[src/logic/psar_consts.svh]
// Offsets, field positions, reset values and widths of the PHY status and
// ability register bank. Assumes inclusion by bare name from design files.
`ifndef PSAR_CONSTS_SVH
`define PSAR_CONSTS_SVH

// Register indices; byte address is four times the index
`define PSAR_IDX_CONTROL 5'h00
`define PSAR_IDX_MODE_STATUS 5'h01
`define PSAR_IDX_IDENT_HIGH 5'h02
`define PSAR_IDX_IDENT_LOW 5'h03
`define PSAR_IDX_ADVERT 5'h04
`define PSAR_IDX_PARTNER 5'h05
`define PSAR_IDX_PAGE_SEL 5'h1f

// Page selection
`define PSAR_PAGE_W 2
`define PSAR_PAGE_LAST 2'h2
`define PSAR_PAGE_RESET 2'h0

// Control register fields
`define PSAR_CTL_SPEED0 13
`define PSAR_CTL_AN_EN 12
`define PSAR_CTL_DUPLEX 8
`define PSAR_CTL_SPEED1 6
`define PSAR_CTL_RESET 16'h1040

// Mode status fields
`define PSAR_MS_ABILITY_CONST 16'h7909
`define PSAR_MS_AN_DONE 5
`define PSAR_MS_RFAULT 4
`define PSAR_MS_LINK 2
`define PSAR_MS_JABBER 1

// Identifier fields
`define PSAR_ID_MODEL_HI 9
`define PSAR_ID_MODEL_LO 4
`define PSAR_ID_REV_HI 3
`define PSAR_ID_REV_LO 0

// Advertisement fields and writable mask
`define PSAR_ADV_WMASK 16'hadff
`define PSAR_ADV_RESET 16'h01e1

// Partner ability fields
`define PSAR_LP_ACK 14
`define PSAR_LP_ASYM 11
`define PSAR_LP_T4 9
`define PSAR_LP_RMASK 16'hafe0
`define PSAR_LP_SEL_HI 4
`define PSAR_LP_RESET 16'h0000

`endif

[src/logic/psar_pkg.sv]
// Types shared by the PHY status and ability register bank.
// Assumes the constants header is available for field layouts.
package psar_pkg;

  typedef logic [15:0] psar_word_type;
  typedef logic [4:0] psar_index_type;

  // Bus slave phase, Gray coded from idle through wait to done
  typedef enum logic [1:0] {
    PSAR_IDLE = 2'b00,
    PSAR_WAIT = 2'b01,
    PSAR_DONE = 2'b11
  } psar_phase_type;

endpackage : psar_pkg

[src/logic/psar_acc_if.sv]
// Register access carrier between the bus slave and the register bank.
// Assumes both ends run on the same management clock.
interface psar_acc_if;
  psar_pkg::psar_index_type index;
  psar_pkg::psar_word_type wdata;
  psar_pkg::psar_word_type rdata;
  logic wr_pulse;
  logic rd_pulse;
  logic err;

  modport slave (
    output index,
    output wdata,
    output wr_pulse,
    output rd_pulse,
    input rdata,
    input err
  );

  modport bank (
    input index,
    input wdata,
    input wr_pulse,
    input rd_pulse,
    output rdata,
    output err
  );
endinterface : psar_acc_if

[src/logic/psar_apb_slave.sv]
// APB slave front end with one wait state; read data and error registered.
// Assumes an APB master on pclk and a register bank behind the carrier.
`include "psar_consts.svh"

module psar_apb_slave (
  // Clock and reset
  input wire logic pclk,
  input wire logic presetn,
  // APB request
  input wire logic psel,
  input wire logic penable,
  input wire logic pwrite,
  input wire logic [7:0] paddr,
  input wire logic [31:0] pwdata,
  // APB answer
  output logic [31:0] prdata,
  output logic pready,
  output logic pslverr,
  // Register access side
  psar_acc_if.slave acc
);

  psar_pkg::psar_phase_type phase_q;
  psar_pkg::psar_phase_type phase_d;
  logic [31:0] prdata_q;
  logic pslverr_q;
  logic pready_q;
  logic access;
  logic commit;
  logic sample;
  logic misaligned;

  // Request decode
  assign access = psel & penable;
  assign sample = access & (phase_q == psar_pkg::PSAR_IDLE);
  assign misaligned = (paddr[1:0] != 2'h0) | paddr[7];
  assign acc.index = paddr[6:2];
  assign acc.wdata = pwdata[15:0];
  // Misaligned requests complete with an error and touch nothing
  assign commit = (phase_q == psar_pkg::PSAR_WAIT) & access & ~misaligned;
  assign acc.wr_pulse = commit & pwrite;
  assign acc.rd_pulse = commit & ~pwrite;

  // Phase sequence: sample, then answer, then back to idle
  always_comb begin
    phase_d = phase_q;
    unique case (phase_q)
      psar_pkg::PSAR_IDLE: if (access) phase_d = psar_pkg::PSAR_WAIT;
      psar_pkg::PSAR_WAIT: phase_d = psar_pkg::PSAR_DONE;
      psar_pkg::PSAR_DONE: phase_d = psar_pkg::PSAR_IDLE;
      default: phase_d = psar_pkg::PSAR_IDLE;
    endcase
  end

  // Phase register
  always_ff @(posedge pclk or negedge presetn) begin
    if (!presetn) begin
      phase_q <= psar_pkg::PSAR_IDLE;
    end else begin
      phase_q <= phase_d;
    end
  end

  // Answer capture in the first access cycle; ready and error stand one cycle
  always_ff @(posedge pclk or negedge presetn) begin
    if (!presetn) begin
      prdata_q <= 32'h0000_0000;
      pslverr_q <= 1'b0;
      pready_q <= 1'b0;
    end else begin
      pready_q <= sample;
      pslverr_q <= sample & (misaligned | acc.err);
      if (sample) begin
        prdata_q <= (pwrite | misaligned | acc.err) ? 32'h0000_0000 :
                    {16'h0000, acc.rdata};
      end
    end
  end

  // Answer outputs straight from flip-flops
  assign prdata = prdata_q;
  assign pslverr = pslverr_q;
  assign pready = pready_q;

endmodule : psar_apb_slave

[src/logic/psar_link_latch.sv]
// Latching-low link status bit, reloaded by a completed status read.
// Assumes link_up comes from logic on pclk.
module psar_link_latch (
  // Clock and reset
  input wire logic pclk,
  input wire logic presetn,
  // Link state and read event
  input wire logic link_up,
  input wire logic status_read,
  // Latched view
  output logic link_latched
);

  logic latch_q;
  logic latch_d;

  // Loss holds the bit low until a read; the read reloads the live state
  assign latch_d = status_read ? link_up : (latch_q & link_up);

  // Latch register, clear after reset
  always_ff @(posedge pclk or negedge presetn) begin
    if (!presetn) begin
      latch_q <= 1'b0;
    end else begin
      latch_q <= latch_d;
    end
  end

  assign link_latched = latch_q;

endmodule : psar_link_latch

[src/logic/psar_top.sv]
// PHY status and ability register bank: control, mode status, identifier,
// advertisement and partner ability registers behind an APB slave.
// Assumes status inputs come from link and negotiation logic on pclk.
// Assumes an APB master on pclk using word-aligned byte addresses.
// Assumes partner pages arrive as one-cycle capture pulses.
//
// Register access over APB was left to the implementer.
`include "psar_consts.svh"

module psar_top #(
  parameter logic [15:0] OUI_HIGH = 16'h1234,    // Arbitrary value
  parameter logic [5:0] OUI_LOW = 6'h2a,         // Arbitrary value
  parameter logic [5:0] MODEL_RESET = 6'h15,     // Arbitrary value
  parameter logic [3:0] REVISION_RESET = 4'h1    // Arbitrary value
) (
  // Clock and reset
  input wire logic pclk,
  input wire logic presetn,
  // APB request
  input wire logic psel,
  input wire logic penable,
  input wire logic pwrite,
  input wire logic [7:0] paddr,
  input wire logic [31:0] pwdata,
  // APB answer
  output logic [31:0] prdata,
  output logic pready,
  output logic pslverr,
  // Link and negotiation status
  input wire logic link_up,
  input wire logic jabber_det,
  input wire logic remote_fault_det,
  input wire logic an_complete,
  // Received partner base page
  input wire logic [15:0] partner_page,
  input wire logic partner_page_valid,
  // Negotiated result
  input wire logic [1:0] neg_speed,
  input wire logic neg_full_duplex,
  // Configuration to link logic
  output logic an_enable,
  output logic [15:0] adv_page,
  output logic [1:0] speed_sel,
  output logic full_duplex
);

  psar_acc_if acc ();

  // Register state
  // Every stored field of the bank lives here.
  // Live status bits other than the latched
  // link bit are not stored: they are read
  // straight from the link logic, so a read
  // shows the present condition.
  logic [15:0] ctrl_q;
  logic [5:0] model_q;
  logic [3:0] rev_q;
  logic [15:0] adv_q;
  logic [15:0] lp_q;
  logic [1:0] page_q;
  logic [1:0] speed_q;
  logic duplex_q;
  logic link_latched;

  // Write decode
  // Named strobes, one per writable register,
  // so each register write below is a plain
  // enable and no clocked process decodes addresses.
  logic page_ok;
  logic idx_main;
  logic wr_ctrl;
  logic wr_ident;
  logic wr_adv;
  logic wr_lp;
  logic wr_page;
  logic rd_status;

  // Next values and read words
  logic [15:0] adv_d;
  logic [15:0] lp_d;
  logic [15:0] status_word;
  logic [15:0] ident_low_word;
  logic [15:0] rd_main;
  logic [1:0] manual_speed;

  // Bus front end
  // One fixed wait state on every transfer.
  // Read data and error are taken in the first
  // access cycle; the register side effect
  // lands at the completion edge, so a read
  // reports the state before its own reload.
  psar_apb_slave u_apb (
    .pclk(pclk),
    .presetn(presetn),
    .psel(psel),
    .penable(penable),
    .pwrite(pwrite),
    .paddr(paddr),
    .pwdata(pwdata),
    .prdata(prdata),
    .pready(pready),
    .pslverr(pslverr),
    .acc(acc)
  );

  // Page check and index decode
  // Pages 0 to 2 all map the same main set, so
  // the page only gates access, never the data.
  // Page 3 turns every main index into an error
  // while the page register stays reachable.
  assign page_ok = (page_q <= `PSAR_PAGE_LAST);
  assign idx_main = page_ok & (acc.index <= `PSAR_IDX_PARTNER);
  assign wr_ctrl = acc.wr_pulse & idx_main &
                   (acc.index == `PSAR_IDX_CONTROL);
  assign wr_ident = acc.wr_pulse & idx_main &
                    (acc.index == `PSAR_IDX_IDENT_LOW);
  assign wr_adv = acc.wr_pulse & idx_main &
                  (acc.index == `PSAR_IDX_ADVERT);
  assign wr_lp = acc.wr_pulse & idx_main &
                 (acc.index == `PSAR_IDX_PARTNER);
  assign wr_page = acc.wr_pulse & (acc.index == `PSAR_IDX_PAGE_SEL);
  assign rd_status = acc.rd_pulse & idx_main &
                     (acc.index == `PSAR_IDX_MODE_STATUS);

  // Unmapped index or page outside the main set answers with an error
  // The page register answers on every page;
  // otherwise a bad page could never be left.
  // Refused accesses change no register.
  assign acc.err = ~(idx_main | (acc.index == `PSAR_IDX_PAGE_SEL));

  // Latching-low link bit, reloaded by a status read
  // Only a completed, error-free read of mode
  // status reloads it; a refused or misaligned
  // access leaves a latched loss in place.
  // A loss in the reload cycle still wins.
  psar_link_latch u_link (
    .pclk(pclk),
    .presetn(presetn),
    .link_up(link_up),
    .status_read(rd_status),
    .link_latched(link_latched)
  );

  // Mode status word: fixed abilities plus live status bits and the latched link bit
  // Ability bits are constants: no 100BASE-T4
  // and no 100BASE-T2 path exists behind this
  // bank, so those bits can never read 1.
  // Live bits are taken with the read data in
  // the first access cycle of the transfer.
  always_comb begin
    status_word = `PSAR_MS_ABILITY_CONST;
    status_word[`PSAR_MS_AN_DONE] = an_complete;
    status_word[`PSAR_MS_RFAULT] = remote_fault_det;
    status_word[`PSAR_MS_LINK] = link_latched;
    status_word[`PSAR_MS_JABBER] = jabber_det;
  end

  // Identifier low word: fixed organisation bits above model and revision
  // Organisation bits are parameters only and
  // ignore writes; model and revision are
  // stored and can be replaced by the host.
  assign ident_low_word = {OUI_LOW, model_q, rev_q};

  // Read selection
  // Unmapped indices read 0; the bus slave
  // also forces 0 on writes and refusals, so
  // stale contents never leak onto the bus.
  // The page is checked in the error path.
  always_comb begin
    rd_main = 16'h0000;
    unique case (acc.index)
      `PSAR_IDX_CONTROL: rd_main = ctrl_q;
      `PSAR_IDX_MODE_STATUS: rd_main = status_word;
      `PSAR_IDX_IDENT_HIGH: rd_main = OUI_HIGH;
      `PSAR_IDX_IDENT_LOW: rd_main = ident_low_word;
      `PSAR_IDX_ADVERT: rd_main = adv_q;
      `PSAR_IDX_PARTNER: rd_main = lp_q;
      `PSAR_IDX_PAGE_SEL: rd_main = {14'h0000, page_q};
      default: rd_main = 16'h0000;
    endcase
  end
  assign acc.rdata = rd_main;

  // Control register: negotiation enable, manual speed and duplex
  // Only enable, speed and duplex are stored;
  // every other control bit reads 0 and a
  // write to it is dropped without an error.
  always_ff @(posedge pclk or negedge presetn) begin
    if (!presetn) begin
      ctrl_q <= `PSAR_CTL_RESET;
    end else if (wr_ctrl) begin
      ctrl_q <= acc.wdata & ((16'h0001 << `PSAR_CTL_SPEED0) |
                             (16'h0001 << `PSAR_CTL_AN_EN) |
                             (16'h0001 << `PSAR_CTL_DUPLEX) |
                             (16'h0001 << `PSAR_CTL_SPEED1));
    end
  end

  // Page select register
  // Written on any page; a value above the
  // last main page is kept as written and
  // then refused on each main access.
  always_ff @(posedge pclk or negedge presetn) begin
    if (!presetn) begin
      page_q <= `PSAR_PAGE_RESET;
    end else if (wr_page) begin
      page_q <= acc.wdata[`PSAR_PAGE_W-1:0];
    end
  end

  // Writable model and revision fields
  // Reset loads the strap values given by the
  // parameters, which follow the silicon
  // build; a write replaces both fields.
  always_ff @(posedge pclk or negedge presetn) begin
    if (!presetn) begin
      model_q <= MODEL_RESET;
      rev_q <= REVISION_RESET;
    end else if (wr_ident) begin
      model_q <= acc.wdata[`PSAR_ID_MODEL_HI:`PSAR_ID_MODEL_LO];
      rev_q <= acc.wdata[`PSAR_ID_REV_HI:`PSAR_ID_REV_LO];
    end
  end

  // Advertisement next value: only the writable bits change
  // Reserved bits keep reading 0 whatever the
  // host writes, so the offered page never
  // carries bits the partner cannot decode.
  assign adv_d = (adv_q & ~`PSAR_ADV_WMASK) |
                 (acc.wdata & `PSAR_ADV_WMASK);

  // Advertisement register
  // The stored page goes straight to the link
  // logic, so a write changes what is offered
  // from the next clock on; a renegotiation
  // is needed before the partner sees it.
  always_ff @(posedge pclk or negedge presetn) begin
    if (!presetn) begin
      adv_q <= `PSAR_ADV_RESET;
    end else if (wr_adv) begin
      adv_q <= adv_d;
    end
  end

  // Partner page capture; host may rewrite only asymmetric pause
  // A page arriving in the same cycle as a
  // host write wins: the received word is the
  // newer truth about the partner.
  // The reserved bit is masked off on capture
  // and the acknowledge bit is set with it.
  always_comb begin
    lp_d = lp_q;
    if (wr_lp) begin
      lp_d[`PSAR_LP_ASYM] = acc.wdata[`PSAR_LP_ASYM];
    end
    if (partner_page_valid) begin
      lp_d = partner_page & `PSAR_LP_RMASK;
      lp_d[`PSAR_LP_SEL_HI:0] = partner_page[`PSAR_LP_SEL_HI:0];
      lp_d[`PSAR_LP_ACK] = 1'b1;
    end
  end

  // Partner ability register
  // Clear after reset: nothing is known of
  // the partner until its first code word.
  // Loaded every cycle from the next value.
  always_ff @(posedge pclk or negedge presetn) begin
    if (!presetn) begin
      lp_q <= `PSAR_LP_RESET;
    end else begin
      lp_q <= lp_d;
    end
  end

  // Manual speed code from the control register
  // The two speed bits sit apart in control;
  // joined here into one code for the mode
  // logic, high bit first.
  assign manual_speed = {ctrl_q[`PSAR_CTL_SPEED1], ctrl_q[`PSAR_CTL_SPEED0]};

  // Effective speed and duplex: negotiation overrides manual settings
  // Registered so the link logic sees a clean
  // change one cycle after the source moves,
  // never a glitch while the enable flips.
  // Manual values matter only with it clear.
  always_ff @(posedge pclk or negedge presetn) begin
    if (!presetn) begin
      speed_q <= 2'h0;
      duplex_q <= 1'b0;
    end else if (ctrl_q[`PSAR_CTL_AN_EN]) begin
      speed_q <= neg_speed;
      duplex_q <= neg_full_duplex;
    end else begin
      speed_q <= manual_speed;
      duplex_q <= ctrl_q[`PSAR_CTL_DUPLEX];
    end
  end

  // Outputs toward the link logic
  // Each output is a stored bit, so nothing
  // combinational reaches the link side and
  // the enable reads 1 straight from reset.
  assign an_enable = ctrl_q[`PSAR_CTL_AN_EN];
  assign adv_page = adv_q;
  assign speed_sel = speed_q;
  assign full_duplex = duplex_q;

endmodule : psar_top

[config.mk]
export PLATFORM = sky130hd
export DESIGN_NAME = psar_top
export DESIGN_NICKNAME = d
export VERILOG_FILES = /design/src/logic/psar_pkg.sv /design/src/logic/psar_acc_if.sv /design/src/logic/psar_apb_slave.sv /design/src/logic/psar_link_latch.sv /design/src/logic/psar_top.sv
export VERILOG_INCLUDE_DIRS = /design/src /design/src/logic
export SDC_FILE = /design/constraint.sdc
export NUM_CORES = 1
export LEC_CHECK = 0
export BUFFER_PORTS_ARGS = -buffer_cell sky130_fd_sc_hd__buf_4
export CAP_MARGIN = 5
export CORE_MARGIN = 2
export CORE_UTILIZATION = 38
export CTS_CLUSTER_DIAMETER = 50
export DETAILED_ROUTE_END_ITERATION = 7
export GPL_ROUTABILITY_DRIVEN = 0
export GPL_TIMING_DRIVEN = 0
export SLEW_MARGIN = 25
export SYNTH_ARGS = -nofsm -noshare
export SYNTH_HDL_FRONTEND = slang
export SYNTH_SLANG_ARGS = --single-unit
[constraint.sdc]
create_clock -name pclk -period 4.7 [get_ports pclk]
set_input_delay 0.705 -clock pclk [delete_from_list [all_inputs] [get_ports pclk]]
set_output_delay 0.705 -clock pclk [all_outputs]
set_load 0.01 [all_outputs]
==> impl_results.md <==
* Asr flop ratio synth at 100%
* Fin crit share at 45.6%
* Placeable Area at around 8600 µm²
* Layout cells sized above 1 at 47.6%
* Critical path fanouts, max at 10
* Fillcell total at 824
* Synth-to-Final Area Change at 29.9%
* Gr usage total at between 10% and 20%
* CP Class: input port to flop
* First-pass GRT wire length at about 14000 µm
* Worst skew pair latency at around 350 ps
* TritonCTS clock tree: done
* Nets at 459
* Number of flops mapped to enable cells by yosys at 0
* Max incr delay on CP at roughly 480 ps
* Initial antenna violation count at 0
* Crit path max-delay cell type: nor3_4
* Synth Area per Inst at 11.8 µm²
* Total Routed Length at 8440 µm
* Period minus WS final at 2140 ps
* Final setup vio count at 0
* Hold Crit Class: input port to async pin
* Initial DRC count at 104
* CTS Buffer Depth at 2
* Dominant synthesized flop cell: dfrtp_1
* Leakage at 2.06 nW
* Starting Density at about 38%
* Via count at 2518
* Hold-fix buffers at CTS at 0
* Worst VDD drop at 0.137 mV
* Ys Warns at 0
* Full die area at between 9000 and 10000 µm²
* Top Ports at 123
* Setup crit start kind: input port
* Total grt overflow at 0
* Final antenna diode count at 0
* Final Util at 49.9%
* Library cells used by synthesis at 48
* #FFs+latches synth at 68
* Multi-input logic area at 1400 µm²
* Chip Width at 97.2 µm
* Cell chain of the critical path: buf_4 -> a211oi_1 -> nand4_2 -> nor3_4 -> mux2_2
* Top post-synthesis cells by count: dfrtp_1 (57), mux2_2 (31), nand2_1 (21)
* Vias in the first global route at 2528
* Register area share after synthesis at 51.9%
* Setup Buffers After CTS at 0
* PwrDens at ~280 nW/µm²
* CTS Sinks at 68
* Remaining DRCs at 0
* Post-CTS Resized at 0
* Clock-pin transition on the worst setup and hold timing paths at 70 ps
* Ranking of synthesized cells by area: dfrtp_1 (43%), mux2_2 (11%), dfstp_2 (8.8%), buf_4 (4.5%), mux2_4 (4.5%)
* Gate Count Post-Synth at 279
* Worst EP arrival at approximately 2400 ps
* Status: finished clean
* Largest net degree at the start of global routing at 69
* Slew Viols, Final at 0
* CP Capture Type: flop
* Final Skew at 10.5 ps
* H-tree depth at 3
* Max_cap viols at 0
* PortBufs at 82
* Post-detail-place hpwl at 6110 µm
* Post-synth top area share at 43.2%
* DRT Pass-1 Iters at 4
* Die Y-Extent at 97.2 µm
* Routed WL per cell at 16.8 µm
* Clock Root Buffer: clkbuf_8
* Final Hold Fails at 0
* Synth area leader: dfrtp_1
* RSZ-0062 raised after global routing: false
* Cell Area, Synth at 3300 µm²
* Relative slew slack at a little over two fifths
* Required @ worst endpoint at 4930 ps
* Setup TNS Final at 0 ps
* Final ANT Viol Nets at 0
* Number of CTS-inserted buffers at 9
* Worst-margin pin slew at about 850 ps
* Cell with the most instances after synthesis: dfrtp_1
* Register area at about 1700 µm²
* Vias per cell at between 5 and 6
* Row cnt at 34
* Max Clock Freq at 467 MHz
metrics by stage:
| step | power [mW] | worst slack [ps] | area (µm²) | std cells | hold slack [ps] |
|---|---|---|---|---|---|
| 2_1_floorplan | 0.712 | 2610 | 3370 | 297 | 409 |
| 6_report | 1.20 | 2560 | 4290 | 503 | 461 |
| 5_1_grt | 1.26 | 2350 | 4290 | 503 | 495 |
| 3_5_place_dp | 0.788 | 2150 | 4120 | 487 | 459 |
| 4_1_cts | 1.21 | 2510 | 4290 | 503 | 467 |
| 3_3_place_gp | 0.784 | 2240 | 4120 | 487 | 442 |
path summary, 6_finish.rpt:
kind | cells past startpoint | endpoint | from | slack, ps
min in group pclk | 1 | u_apb.phase_q[0]$_DFFE_PN0P_ | u_apb.phase_q[1]$_DFFE_PN0P_ | 470
worst max-delay path | 5 | rev_q[2]$_DFFE_PN0P_ | paddr[6] | 2560
max in group asynchronous | 1 | u_apb.prdata[14]$_DFFE_PN0P_ | presetn | 3680
worst min register to register | 1 | u_apb.phase_q[0]$_DFFE_PN0P_ | u_apb.phase_q[1]$_DFFE_PN0P_ | 470
worst max register to register | 4 | rev_q[2]$_DFFE_PN0P_ | page_q[1]$_DFFE_PN0P_ | 2620
worst min-delay path | 1 | u_apb.phase_q[1]$_DFFE_PN0P_ | presetn | 460
flip-flops by register name, summed over array words and instances, names as in the netlist:
register             count
ctrl_q                   4
rev_q                    4
u_apb.prdata            16
page_q                   2
adv_page                13
u_apb.phase_q            2
full_duplex              1
speed_sel                2
lp_q                    15
model_q                  6
u_link.link_latched      1
u_apb.pslverr            1
u_apb.pready             1
layout make-up:
| cell class | instances | area share, % |
|---|---|---|
| Multi-Input combinational cell | 187 | 32.5 |
| Sequential cell | 68 | 40.0 |
| Buffer | 35 | 5.45 |
| Inverter | 7 | 0.612 |
| Clock buffer | 11 | 3.30 |
| Clock inverter | 5 | 0.642 |
| Timing Repair Buffer | 82 | 14.3 |
| Tap cell | 108 | 3.15 |
placed cells by master, fill, tap and decap left out, types with 2 or more instances in the layout:
| cell | Yosys | layout |
|---|---|---|
| nor3_1 | 4 | 4 |
| mux2_2 | 31 | 31 |
| dfstp_2 | 11 | 11 |
| o21ai_0 | 19 | 19 |
| mux2_4 | 10 | 10 |
| a221oi_1 | 8 | 8 |
| o31ai_1 | 2 | 2 |
| a222oi_1 | 2 | 2 |
| buf_2 | 9 | 9 |
| nor2b_1 | 4 | 4 |
| a211oi_1 | 3 | 3 |
| conb_1 | 1 | 19 |
| nand2b_1 | 4 | 4 |
| nor2_1 | 8 | 8 |
| clkbuf_8 | 0 | 10 |
| and2_1 | 3 | 3 |
| clkinv_2 | 0 | 4 |
| inv_1 | 7 | 7 |
| a2111oi_0 | 2 | 2 |
| nand3_1 | 8 | 8 |
| a21oi_1 | 10 | 10 |
| nand2_1 | 21 | 21 |
| a22oi_1 | 5 | 5 |
| buf_4 | 20 | 102 |
| clkbuf_1 | 5 | 6 |
| nor4b_4 | 2 | 2 |
| dfrtp_1 | 57 | 57 |
routing by layer:
layer | global-route usage (%) | wire length [µm] | vias up | part of all wire (%)
li1 | - | - | 1200 | -
met1 | 24.9 | 3680 | 1212 | 44
met2 | 28.4 | 4090 | 98 | 49
met3 | 4.10 | 533 | 8 | 6.3
met4 | 9.29 | 133 | 0 | 1.6
met5 | 0 | 0 | - | 0
critical path, delay by kind of cell:
kind,cells,cell delay [ps]
compound gates,1,380
buf+inv,1,130
mux,1,400
simple gates,2,770
logic make-up after synthesis:
kind of cell    Yosys count  share of synthesized area (%)
buf+inv                  42                           7.88
simple gates             69                           13.0
compound gates           57                           11.6
other cells               1                          0.114
mux                      42                           15.4
flops                    68                           51.9
power breakdown:
group	switching (mW)	internal (mW)	leakage, nW
registers	0.0142	0.610	0.853
clock network	0.217	0.202	0.0889
logic	0.0798	0.0727	1.12
(Power assumes the default switching activity.)
